`src/pcc_pkg.sv`:
```
// Constants, register map and types for the port current and charge register bank
package pcc_pkg;

  // Register offsets
  localparam logic [7:0] ADDR_PORT_CURRENT_READING = 8'h00;
  localparam logic [7:0] ADDR_CHARGE_TOTAL_BYTE3 = 8'h01;
  localparam logic [7:0] ADDR_CHARGE_TOTAL_BYTE2 = 8'h02;
  localparam logic [7:0] ADDR_CHARGE_TOTAL_BYTE1 = 8'h03;
  localparam logic [7:0] ADDR_CHARGE_TOTAL_BYTE0 = 8'h04;
  localparam logic [7:0] ADDR_MISC_PIN_STATE = 8'h0F;
  localparam logic [7:0] ADDR_EVENT_FLAGS = 8'h10;
  localparam logic [7:0] ADDR_GENERAL_CONDITION = 8'h11;
  localparam logic [7:0] ADDR_PROFILE_STATE_A = 8'h12;
  localparam logic [7:0] ADDR_PROFILE_STATE_B = 8'h13;
  localparam logic [7:0] ADDR_PIN_LEVELS = 8'h14;
  localparam logic [7:0] ADDR_CUSTOM_STEP3_TIMING = 8'h49;
  localparam logic [7:0] ADDR_CUSTOM_STEP3_RESPONSE = 8'h4A;
  localparam logic [7:0] ADDR_CUSTOM_STEP3_THRESHOLD = 8'h4B;
  localparam logic [7:0] ADDR_CUSTOM_STEP3_RATIO = 8'h4C;
  localparam logic [7:0] ADDR_ACTIVE_LIMIT_BEHAVIOUR = 8'h50;
  localparam logic [7:0] ADDR_CUSTOM_LIMIT_BEHAVIOUR = 8'h51;
  localparam logic [7:0] ADDR_PART_IDENTIFIER = 8'hFD;
  localparam logic [7:0] ADDR_MAKER_IDENTIFIER = 8'hFE;
  localparam logic [7:0] ADDR_SILICON_REVISION = 8'hFF;

  // Reset values
  localparam logic [7:0] RST_ZERO = 8'h00;
  localparam logic [7:0] RST_LIMIT_BEHAVIOUR = 8'h82;

  // Identity values, arbitrary neutral codes
  localparam logic [7:0] PART_ID_VAL = 8'h11;
  localparam logic [7:0] MAKER_ID_VAL = 8'h22;
  localparam logic [7:0] REVISION_VAL = 8'h01;

  // Field layout of the charge group
  localparam int ACC_W = 26;
  localparam int ACC_LSB_POS = 6;
  localparam logic [ACC_W-1:0] ACC_MAX = 26'h3FFFFFF;
  localparam int THRESH_W = 16;

  // Event flag bit positions
  localparam int EVT_ERROR_POS = 0;
  localparam int EVT_ATTACH_POS = 1;
  localparam int EVT_REMOVAL_POS = 2;

  // Timing: one charge update per second at a 20 MHz clock
  localparam longint CLK_HZ = 20000000;
  localparam longint UPDATE_PERIOD_MS = 1000;
  localparam longint UPDATE_CYCLES = (CLK_HZ * UPDATE_PERIOD_MS) / 1000;

  // Power states of the controller
  typedef enum logic [1:0] {
    PWR_SLEEP,
    PWR_DETECT,
    PWR_ACTIVE,
    PWR_ERROR
  } pcc_pwr_t;

endpackage

```
`src/pcc_regbank.sv`:
```
// Port current and accumulated charge register bank of a USB port power controller
`timescale 1ns/100ps
module pcc_regbank
  import pcc_pkg::*;
#(
  parameter longint CYCLES_PER_UPDATE = UPDATE_CYCLES
) (
  // Clock and reset
  input wire logic clk,
  input wire logic nrst,
  // Host register port
  input wire logic [7:0] reg_addr,
  input wire logic [7:0] reg_wdata,
  input wire logic reg_wr,
  input wire logic reg_rd,
  output logic [7:0] reg_rdata,
  output logic reg_rvalid,
  // Power path state
  input wire pcc_pwr_t pwr_state,
  input wire logic switch_on,
  input wire logic [7:0] current_sample,
  input wire logic current_sample_valid,
  // Charge rationing control
  input wire logic rationing_enable_bit,
  input wire logic rationing_reset_bit,
  input wire logic [THRESH_W-1:0] rationing_threshold,
  output logic rationing_reached,
  // Status sources
  input wire logic error_event,
  input wire logic attach_event,
  input wire logic removal_event,
  input wire logic [7:0] misc_pin_state_in,
  input wire logic [7:0] general_condition_in,
  input wire logic [7:0] profile_state_a_in,
  input wire logic [7:0] profile_state_b_in,
  input wire logic [7:0] pin_levels_in,
  input wire logic [7:0] active_limit_in,
  // Host programmed settings
  output logic [7:0] custom_step3_timing,
  output logic [7:0] custom_step3_response,
  output logic [7:0] custom_step3_threshold,
  output logic [7:0] custom_step3_ratio,
  output logic [7:0] custom_limit_behaviour
);

  // Address is one the map defines
  function automatic logic is_defined(input logic [7:0] a);
    unique case (a)
      ADDR_PORT_CURRENT_READING, ADDR_CHARGE_TOTAL_BYTE3, ADDR_CHARGE_TOTAL_BYTE2,
      ADDR_CHARGE_TOTAL_BYTE1, ADDR_CHARGE_TOTAL_BYTE0, ADDR_MISC_PIN_STATE,
      ADDR_EVENT_FLAGS, ADDR_GENERAL_CONDITION, ADDR_PROFILE_STATE_A,
      ADDR_PROFILE_STATE_B, ADDR_PIN_LEVELS, ADDR_CUSTOM_STEP3_TIMING,
      ADDR_CUSTOM_STEP3_RESPONSE, ADDR_CUSTOM_STEP3_THRESHOLD, ADDR_CUSTOM_STEP3_RATIO,
      ADDR_ACTIVE_LIMIT_BEHAVIOUR, ADDR_CUSTOM_LIMIT_BEHAVIOUR, ADDR_PART_IDENTIFIER,
      ADDR_MAKER_IDENTIFIER, ADDR_SILICON_REVISION: is_defined = 1'b1;
      default: is_defined = 1'b0;
    endcase
  endfunction

  // Host write strobe to one defined address
  function automatic logic wr_hit(input logic wr, input logic [7:0] a, input logic [7:0] target);
    wr_hit = wr && is_defined(a) && (a == target);
  endfunction

  // Register state
  logic [7:0] current_q, current_d;
  logic [ACC_W-1:0] acc_q, acc_d;
  logic [31:0] tick_q, tick_d;
  logic reached_q, reached_d;
  logic [7:0] events_q, events_d;
  logic [7:0] active_limit_q, active_limit_d;
  logic [7:0] step_timing_q, step_timing_d;
  logic [7:0] step_response_q, step_response_d;
  logic [7:0] step_threshold_q, step_threshold_d;
  logic [7:0] step_ratio_q, step_ratio_d;
  logic [7:0] limit_q, limit_d;
  logic [7:0] rdata_q, rdata_d;
  logic rvalid_q, rvalid_d;
  logic [31:0] charge_word;
  logic tick;
  logic [ACC_W:0] acc_sum;

  // Charge group as one word, MSB byte at the lowest address
  assign charge_word = {acc_q, 6'h00};
  assign tick = (pwr_state == PWR_ACTIVE) && (tick_q == 32'(CYCLES_PER_UPDATE - 1));
  assign acc_sum = {1'b0, acc_q} + {19'h00000, current_q};

  // Port current reading
  always_comb begin
    current_d = current_q;
    if (pwr_state == PWR_SLEEP || pwr_state == PWR_DETECT) begin
      current_d = RST_ZERO;
    end else if (!switch_on) begin
      current_d = RST_ZERO;
    end else if (pwr_state == PWR_ACTIVE && current_sample_valid) begin
      current_d = current_sample;
    end
  end

  always_ff @(posedge clk) begin
    if (!nrst) begin
      current_q <= RST_ZERO;
    end else begin
      current_q <= current_d;
    end
  end

  // One second update timer and charge accumulator
  always_comb begin
    tick_d = tick_q;
    acc_d = acc_q;
    reached_d = reached_q;
    if (pwr_state != PWR_ACTIVE || tick) begin
      tick_d = 32'h00000000;
    end else begin
      tick_d = tick_q + 32'h00000001;
    end
    if (rationing_reset_bit || !rationing_enable_bit) begin
      acc_d = '0;
      reached_d = 1'b0;
    end else if (tick) begin
      // Each second adds the current code; 11.72 mA for 1 s is one charge step
      acc_d = acc_sum[ACC_W] ? ACC_MAX : acc_sum[ACC_W-1:0];
      reached_d = (acc_d[ACC_W-1 -: THRESH_W] >= rationing_threshold);
    end
    // Otherwise the total is held, also while out of Active state
  end

  always_ff @(posedge clk) begin
    if (!nrst) begin
      tick_q <= 32'h00000000;
      acc_q <= '0;
      reached_q <= 1'b0;
    end else begin
      tick_q <= tick_d;
      acc_q <= acc_d;
      reached_q <= reached_d;
    end
  end

  // Event flags: hardware sets, host writes zero to clear, set wins
  always_comb begin
    events_d = events_q;
    if (wr_hit(reg_wr, reg_addr, ADDR_EVENT_FLAGS)) begin
      events_d = events_q & reg_wdata;
    end
    events_d[EVT_ERROR_POS] = events_d[EVT_ERROR_POS] | error_event;
    events_d[EVT_ATTACH_POS] = events_d[EVT_ATTACH_POS] | attach_event;
    events_d[EVT_REMOVAL_POS] = events_d[EVT_REMOVAL_POS] | removal_event;
  end

  always_ff @(posedge clk) begin
    if (!nrst) begin
      events_q <= RST_ZERO;
    end else begin
      events_q <= events_d;
    end
  end

  // Host writable configuration registers, and the applied limit copied from active_limit_in
  always_comb begin
    step_timing_d = step_timing_q;
    step_response_d = step_response_q;
    step_threshold_d = step_threshold_q;
    step_ratio_d = step_ratio_q;
    limit_d = limit_q;
    active_limit_d = active_limit_in;
    if (wr_hit(reg_wr, reg_addr, ADDR_CUSTOM_STEP3_TIMING)) begin
      step_timing_d = reg_wdata;
    end
    if (wr_hit(reg_wr, reg_addr, ADDR_CUSTOM_STEP3_RESPONSE)) begin
      step_response_d = reg_wdata;
    end
    if (wr_hit(reg_wr, reg_addr, ADDR_CUSTOM_STEP3_THRESHOLD)) begin
      step_threshold_d = reg_wdata;
    end
    if (wr_hit(reg_wr, reg_addr, ADDR_CUSTOM_STEP3_RATIO)) begin
      step_ratio_d = reg_wdata;
    end
    if (wr_hit(reg_wr, reg_addr, ADDR_CUSTOM_LIMIT_BEHAVIOUR)) begin
      limit_d = reg_wdata;
    end
  end

  always_ff @(posedge clk) begin
    if (!nrst) begin
      step_timing_q <= RST_ZERO;
      step_response_q <= RST_ZERO;
      step_threshold_q <= RST_ZERO;
      step_ratio_q <= RST_ZERO;
      limit_q <= RST_LIMIT_BEHAVIOUR;
      active_limit_q <= RST_LIMIT_BEHAVIOUR;
    end else begin
      step_timing_q <= step_timing_d;
      step_response_q <= step_response_d;
      step_threshold_q <= step_threshold_d;
      step_ratio_q <= step_ratio_d;
      limit_q <= limit_d;
      active_limit_q <= active_limit_d;
    end
  end

  // Read mux, answered one cycle after the strobe
  always_comb begin
    rvalid_d = reg_rd;
    rdata_d = RST_ZERO;
    if (reg_rd) begin
      unique case (reg_addr)
        ADDR_PORT_CURRENT_READING: rdata_d = current_q;
        ADDR_CHARGE_TOTAL_BYTE3: rdata_d = charge_word[31:24];
        ADDR_CHARGE_TOTAL_BYTE2: rdata_d = charge_word[23:16];
        ADDR_CHARGE_TOTAL_BYTE1: rdata_d = charge_word[15:8];
        ADDR_CHARGE_TOTAL_BYTE0: rdata_d = charge_word[7:0];
        ADDR_MISC_PIN_STATE: rdata_d = misc_pin_state_in;
        ADDR_EVENT_FLAGS: rdata_d = events_q;
        ADDR_GENERAL_CONDITION: rdata_d = general_condition_in;
        ADDR_PROFILE_STATE_A: rdata_d = profile_state_a_in;
        ADDR_PROFILE_STATE_B: rdata_d = profile_state_b_in;
        ADDR_PIN_LEVELS: rdata_d = pin_levels_in;
        ADDR_CUSTOM_STEP3_TIMING: rdata_d = step_timing_q;
        ADDR_CUSTOM_STEP3_RESPONSE: rdata_d = step_response_q;
        ADDR_CUSTOM_STEP3_THRESHOLD: rdata_d = step_threshold_q;
        ADDR_CUSTOM_STEP3_RATIO: rdata_d = step_ratio_q;
        ADDR_ACTIVE_LIMIT_BEHAVIOUR: rdata_d = active_limit_q;
        ADDR_CUSTOM_LIMIT_BEHAVIOUR: rdata_d = limit_q;
        ADDR_PART_IDENTIFIER: rdata_d = PART_ID_VAL;
        ADDR_MAKER_IDENTIFIER: rdata_d = MAKER_ID_VAL;
        ADDR_SILICON_REVISION: rdata_d = REVISION_VAL;
        default: rdata_d = RST_ZERO;
      endcase
    end
  end

  always_ff @(posedge clk) begin
    if (!nrst) begin
      rdata_q <= RST_ZERO;
      rvalid_q <= 1'b0;
    end else begin
      rdata_q <= rdata_d;
      rvalid_q <= rvalid_d;
    end
  end

  // Outputs straight from flip-flops
  assign reg_rdata = rdata_q;
  assign reg_rvalid = rvalid_q;
  assign rationing_reached = reached_q;
  assign custom_step3_timing = step_timing_q;
  assign custom_step3_response = step_response_q;
  assign custom_step3_threshold = step_threshold_q;
  assign custom_step3_ratio = step_ratio_q;
  assign custom_limit_behaviour = limit_q;

  // Checks
  reset_defaults_a: assert property (@(posedge clk) !nrst |=>
    current_q == RST_ZERO && acc_q == '0 && limit_q == RST_LIMIT_BEHAVIOUR && events_q == RST_ZERO)
    else $error("register defaults not loaded by reset");

  undef_read_a: assert property (@(posedge clk) disable iff (!nrst)
    reg_rd && !is_defined(reg_addr) |=> reg_rvalid && reg_rdata == 8'h00)
    else $error("undefined read returned nonzero");

  undef_write_a: assert property (@(posedge clk) disable iff (!nrst)
    reg_wr && !is_defined(reg_addr) |=> $stable(step_timing_q) && $stable(limit_q)
      && $stable(step_ratio_q) && $stable(step_response_q) && $stable(step_threshold_q))
    else $error("undefined write changed a register");

  current_follow_a: assert property (@(posedge clk) disable iff (!nrst)
    pwr_state == PWR_ACTIVE && switch_on && current_sample_valid |=> current_q == $past(current_sample))
    else $error("current reading did not follow sample");

  current_sleep_a: assert property (@(posedge clk) disable iff (!nrst)
    (pwr_state == PWR_SLEEP || pwr_state == PWR_DETECT) |=> current_q == 8'h00)
    else $error("current reading not cleared in sleep or detect");

  current_off_a: assert property (@(posedge clk) disable iff (!nrst)
    !switch_on |=> current_q == 8'h00)
    else $error("current reading not cleared with switch off");

  charge_clear_a: assert property (@(posedge clk) disable iff (!nrst)
    (rationing_reset_bit || !rationing_enable_bit) |=> acc_q == '0 && !rationing_reached)
    else $error("charge total not cleared by rationing control");

  charge_hold_a: assert property (@(posedge clk) disable iff (!nrst)
    pwr_state != PWR_ACTIVE && rationing_enable_bit && !rationing_reset_bit |=> $stable(acc_q))
    else $error("charge total changed outside active state");

  charge_tick_a: assert property (@(posedge clk) disable iff (!nrst)
    tick && rationing_enable_bit && !rationing_reset_bit && !acc_sum[ACC_W]
      |=> acc_q == $past(acc_sum[ACC_W-1:0]))
    else $error("charge total did not add current on update");

  charge_compare_a: assert property (@(posedge clk) disable iff (!nrst)
    tick && rationing_enable_bit && !rationing_reset_bit
      |=> rationing_reached == (acc_q[ACC_W-1 -: THRESH_W] >= $past(rationing_threshold)))
    else $error("threshold compare wrong after update");

  charge_low_a: assert property (@(posedge clk) disable iff (!nrst)
    reg_rd && reg_addr == ADDR_CHARGE_TOTAL_BYTE0 |=> reg_rdata[5:0] == 6'h00)
    else $error("unimplemented charge bits read nonzero");

  charge_msb_a: assert property (@(posedge clk) disable iff (!nrst)
    reg_rd && reg_addr == ADDR_CHARGE_TOTAL_BYTE3 |=> reg_rdata == $past(acc_q[ACC_W-1 -: 8]))
    else $error("most significant charge byte misplaced");

  event_set_a: assert property (@(posedge clk) disable iff (!nrst)
    attach_event |=> events_q[EVT_ATTACH_POS])
    else $error("attach event lost");

  event_clear_a: assert property (@(posedge clk) disable iff (!nrst)
    reg_wr && reg_addr == ADDR_EVENT_FLAGS && !reg_wdata[EVT_ERROR_POS] && !error_event
      |=> !events_q[EVT_ERROR_POS])
    else $error("error flag not cleared by zero write");

  error_set_a: assert property (@(posedge clk) disable iff (!nrst)
    error_event |=> events_q[EVT_ERROR_POS])
    else $error("error event lost");

  removal_set_a: assert property (@(posedge clk) disable iff (!nrst)
    removal_event |=> events_q[EVT_REMOVAL_POS])
    else $error("removal event lost");

  charge_mid_a: assert property (@(posedge clk) disable iff (!nrst)
    reg_rd && reg_addr == ADDR_CHARGE_TOTAL_BYTE1 |=> reg_rdata == $past(acc_q[9:2]))
    else $error("charge middle low byte misplaced");

endmodule

```
`config.mk`:
```
export PLATFORM = sky130hd
export DESIGN_NAME = pcc_regbank
export DESIGN_NICKNAME = d
export VERILOG_FILES = /design/src/pcc_pkg.sv /design/src/pcc_regbank.sv
export SDC_FILE = /design/constraint.sdc
export NUM_CORES = 1
export LEC_CHECK = 0
export CAP_MARGIN = 15
export CORE_ASPECT_RATIO = 1.25
export CORE_MARGIN = 5
export CORE_UTILIZATION = 30
export CTS_CLUSTER_DIAMETER = 200
export CTS_CLUSTER_SIZE = 40
export DETAILED_ROUTE_END_ITERATION = 10
export DONT_BUFFER_PORTS = 1
export GPL_TIMING_DRIVEN = 0
export SLEW_MARGIN = 20
export SYNTH_ARGS = -nofsm -noshare
export SYNTH_HDL_FRONTEND = slang
export SYNTH_SLANG_ARGS = --single-unit
```
`constraint.sdc`:
```
create_clock -name clk -period 7 [get_ports clk]
set_input_delay 0.7 -clock clk [delete_from_list [all_inputs] [get_ports clk]]
set_output_delay 0.7 -clock clk [all_outputs]
set_load 0.01 [all_outputs]
```
### Yosys cells after proc, flatten, opt, wreduce, memory -nomap -nowiden

Cells that the tools add are included.

* flip-flop bits (word level): 132
* latch bits: 0
* memory bits (writable): 0
* memory bits (read-only): 0
* memories: 0

* $add $sub $neg: 2
* multiply operators: 0
* divide/modulo/power cells: 0
* $lt $le $gt $ge: 1
* eq/ne operators: 23
* shifts and indexed selects: 0
* muxes and demuxes: 4
* bitwise operators: 6
* reductions and logical operators: 20

Operator list (number)
* 8-bit one-hot mux with 20 select lines: 1
* 8-bit by 7-bit == test with 1-bit output, second input constant: 6
* 8-bit by 5-bit == test with 1-bit output, second input constant: 5
* 32-bit by 1-bit adder with 32-bit output, second input constant: 1
* 32-bit by 25-bit == test with 1-bit output, second input constant: 1
* 26-bit by 8-bit adder with 27-bit output: 1
* 26-bit 2-to-1 mux: 1
* 8-bit == test, second input constant: 3
* 20-bit OR reduction: 1
* 8-bit by 2-bit == test with 1-bit output, second input constant: 2
* 16-bit greater-or-equal comparator: 1
* 1-bit logical AND: 9
* 8-bit AND: 1
* 8-bit by 1-bit == test with 1-bit output, second input constant: 1
* 8-bit by 3-bit == test with 1-bit output, second input constant: 1
* 8-bit by 4-bit == test with 1-bit output, second input constant: 1
* 8-bit logical NOT: 1
* 2-bit OR reduction: 2
* 1-bit logical OR: 3
* 3-bit 2-to-1 mux: 1
* 1-bit bitwise OR: 3
* 3-bit OR reduction: 1
* 2-bit by 1-bit == test with 1-bit output, second input constant: 1
* 2-bit == test, second input constant: 1
* other kinds (6): 7

### Longest topological paths before layout

* depth in word-level cells: 7
* mapped depth: 17

### Worst setup path after synthesis

Ideal clock, no wire load.

* kind: reg2reg
* start: register current_q[0]
* end: register reached_q (netlist: rationing_reached)
* arrival: 3.056 ns
* required time: 6.880 ns
* slack: 3.824 ns
* stages on the path, launching flop included: 18
* path buffers: 2
* period minus slack after synthesis: 3.176 ns
* cells stage by stage: dfxtp_1 > ha_1 > inv_1 > fa_1 > nand2b_1 > a21o_1 > a21o_1 > or3_4 > buf_2 > buf_1 > nand2_1 > ha_1 > nand2_1 > nor2_1 > a211oi_1 > o21ai_0 > nor3_1 > a21oi_1

* word-level cells in the longest chain between the ends: 3

Ends and longest elaborated chain
* start: declaration: line pcc_regbank.sv:66 `logic [7:0] current_q, current_d;`
* start signal: assignment: line pcc_regbank.sv:104 `current_q <= current_d;`
* 26-bit by 8-bit adder with 27-bit output: line pcc_regbank.sv:86 `assign acc_sum = {1'b0, acc_q} + {19'h00000, current_q};`
* 26-bit 2-to-1 mux: line pcc_regbank.sv:123 `acc_d = acc_sum[ACC_W] ? ACC_MAX : acc_sum[ACC_W-1:0];`
* 16-bit greater-or-equal comparator: line pcc_regbank.sv:124 `reached_d = (acc_d[ACC_W-1 -: THRESH_W] >= rationing_threshold);`
* end signal: assignment: line pcc_regbank.sv:137 `reached_q <= reached_d;`
* end: declaration: line pcc_regbank.sv:69 `logic reached_q, reached_d;`

Every way passes these cells.
A chain may end at the register's enable or synchronous reset.

### Final worst setup path

Ends and elaborated chain as after synthesis.

==> metrics.yaml <==
run_status:
  outcome: "complete, no violations"
global_routing:
  overflow: 0
  gr-usage-all-layers: 0.182
  grt_max_degree: 17
  grt_pass1_wl_um: 40800
  antenna_found_initial: 0
  grt_pass1_vias: 6815
final_layout:
  seqCellArea_mm2: 0.00264
  num_antenna_cells: 0
  fin_nets: 1058
  multi_input_area_mm2: 0.00465
  drive_gt1_frac: 0.0806
  syn_to_final_growth_pct: 13.9
  fill_cells: 2612
logic_synthesis:
  yosys-top-cells-area: "dfxtp_1, nand2_1, mux2i_1"
  ys_ff_latch: 132
  yosys-top-cells-count: "dfxtp_1, nand2_1, nor2_1"
  synth.cell_area_mm2: 0.00763
  post-synth-top-area-cell: "dfxtp_1"
  synth_fa_ha_area_frac: 0.0436
  synth-simple-area-share: 0.246
  yosysUniqueCellTypes: 81
  synthMuxAreaShare: 0.0635
  ys.flop_type: "dfxtp_1"
  synthArstFlopShare: 0
  synth_xor_area_frac: 0.0551
  yosysWarningCount: 0
  yosysTopAreaCellShare: 0.346
  synth_compound_area_frac: 0.201
  synth_edf_count: 0
  syn_nets: 1039
  synth_top_family_by_area: "simple AND/OR/NAND/NOR gates"
  yosys.cell_count.top_type: "dfxtp_1"
  ys_seq_area_frac: 0.346
  syn-instance-count: 912
  syn_area_per_cell_um2: 8.36
power:
  switching_power_uw: 402
  power_leakage_nw: 3.17
  vdd_drop_max_uv: 176
  pwr-share-comb: 0.044
  seqPwrFrac: 0.418
  p_int_mw: 1.42
  power_frac_clock: 0.538
  p_sw_frac: 0.221
  pwr_density_cell_mw_per_mm2: 209
clock_tree:
  clk_latency_ns: 0.43
  clk_pin_slew_ns: 0.07
  clkSinkCount: 132
  cts_buffers: 17
  cts_tree: "built"
  cts.htree.levels: 4
  post_cts_resize_count: 0
  cts_buffer_depth: 2
  ctsHoldBuffers: 0
  post-cts-setup-buffers: 0
  cts-root-buf: "clkbuf_16"
sta:
  rsz0062_at_grt: "false"
  hold_ws_ns: 0.373
  max_freq_ghz: 0.266
  hold_viol_final: 0
  period_share: 0.537
  drv_slew: 0
  worst_clock_skew_ns: 0.0156
  worstMarginPinSlew_ns: 1.05
  final-setup-viol-count: 0
  max_slew_margin: 0.296
  period_minus_slack_ns: 3.76
  setup_tns_ns: 0
critical_path:
  critPathKind: "reg -> reg"
  endpoint_kind: "flip-flop"
  crit_required_ns: 7.32
  reg2reg_depth: 17
  slowest_delay_ns: 0.44
  cp_cell_sequence: "ha_1, inv_1, fa_1, nand2b_1, a21o_1, a21o_1, or3_4, buf_2, buf_1, nand2_1, ha_1, nand2_1, nor2_1, a211oi_1, o21ai_0, nor3_1, a21oi_1"
  crit_slowest_cell: "dfxtp_1"
  rr_startpoint: "current_q[0]"
  critPathLaunchType: "flip-flop"
  rrSetupSlack_ns: 3.24
  arrival_ns: 4.08
  reg2reg_to: "rationing_reached"
  worst-path-max-fanout: 10
job:
  cap_violations: 0
min_path:
  hold_path.class: "in -> reg"
  whs_path_depth: 1
  hold_start: "active_limit_in[1]"
  holdPathEnd: "active_limit_q[1]"
die:
  rows: 65
  pin_count: 151
  core_area_mm2: 0.0251
  die_area_mm2: 0.0287
  start_util: 0.304
  die_h_um: 188
  die_w_um: 153
routing:
  wirelength_um: 26600
  vias: 7105
  drtPass1Iterations: 5
  drtIter0Drc: 556
  drtAntennaViolNets: 0
  vias_per_cell: 5.56
  drt-wirelength-per-cell_um: 20.8
  drcViolationCount: 0
placed_design:
  dp_hpwl_um: 20900
  port-buffer-count: 0
  place.gp.congestion: 0.948
critical path, delay by kind of cell, from the launching register on:
family	cells	cell delay, ns
buffers and inverters	3	0.49
DFF	1	0.44
and+or+nand+nor	6	1.00
AOI/OAI and AO/OA	5	0.88
adders and majority gates	3	0.85
cell families (layout without fill, tap and decap cells):
kind of cell | after synthesis | after routing
and+or+nand+nor | 363 | 363
AOI/OAI and AO/OA | 219 | 219
DFF | 132 | 132
buffers and inverters | 79 | 110
xor gates and xnor gates | 48 | 48
muxes | 45 | 45
adders and majority gates | 26 | 26
power by group through the flow:
stage	clock (mW)	combinational (mW)	sequential, mW
after floorplan	0	0.0568	0.775
after global placement	0	0.0783	0.776
after detailed placement	0	0.0790	0.776
after CTS	0.996	0.0794	0.759
after global routing	1.03	0.0874	0.759
final	0.979	0.0797	0.759
cells in the final DEF (no fill, tap or decap), types with 14 or more instances in the layout:
cell type | netlist | final
nand3_1 | 56 | 56
ha_1 | 25 | 25
a21boi_0 | 17 | 17
a21oi_1 | 54 | 54
nor2_1 | 65 | 65
nand2_1 | 98 | 98
clkbuf_1 | 29 | 31
inv_1 | 26 | 26
mux2i_1 | 36 | 36
clkbuf_16 | 0 | 17
dfxtp_1 | 132 | 132
nor2b_1 | 25 | 25
xor2_1 | 29 | 29
xnor2_1 | 19 | 19
nor3_1 | 18 | 18
nand4_1 | 18 | 18
and2_1 | 14 | 14
o21ai_0 | 30 | 30
flip-flops by register name, summed over array words and instances, names as in the netlist:
register                count
acc_q                      26
active_limit_q              8
current_q                   8
custom_limit_behaviour      8
custom_step3_ratio          8
custom_step3_response       8
custom_step3_threshold      8
custom_step3_timing         8
events_q                    8
rationing_reached           1
reg_rdata                   8
reg_rvalid                  1
tick_q                     32
final cells by class:
| class | count | share of cell area |
|---|---|---|
| multi-input cells | 701 | 0.535 |
| flip-flops and latches | 132 | 0.304 |
| clock buffers | 19 | 0.0498 |
| well taps | 335 | 0.0483 |
| plain buffers | 53 | 0.0278 |
| clock inverters | 12 | 0.0236 |
| inverters | 26 | 0.0112 |
through the flow:
step                      total power [mW]   util  setup WS, ns  instances  cell area [µm²]
after global routing                  1.88  0.346          2.96       1278             8680
after floorplan                      0.831      -          3.82        912             7630
after detailed placement             0.855  0.320          3.18       1247             8050
after global placement               0.854  0.320          3.18       1247             8050
final                                 1.82  0.346          3.24       1278             8680
after CTS                             1.83  0.346          3.18       1278             8680
worst max path at each step:
stage / from / end
after floorplan: current_q[0] / rationing_reached
after global placement: current_q[0] / rationing_reached
after detailed placement: current_q[0] / rationing_reached
after CTS: current_q[0] / rationing_reached
after global routing: current_q[0] / rationing_reached
final: current_q[0] / rationing_reached
metal layers:
metal,vias up,track usage,share of wire
met2,316,0.301,0.48
met4,0,0.0891,0.046
met1,3330,0.208,0.39
met5,-,0,0
met3,63,0.0641,0.090
li1,3396,-,-
Note: power is estimated with default switching activity, not from simulation.
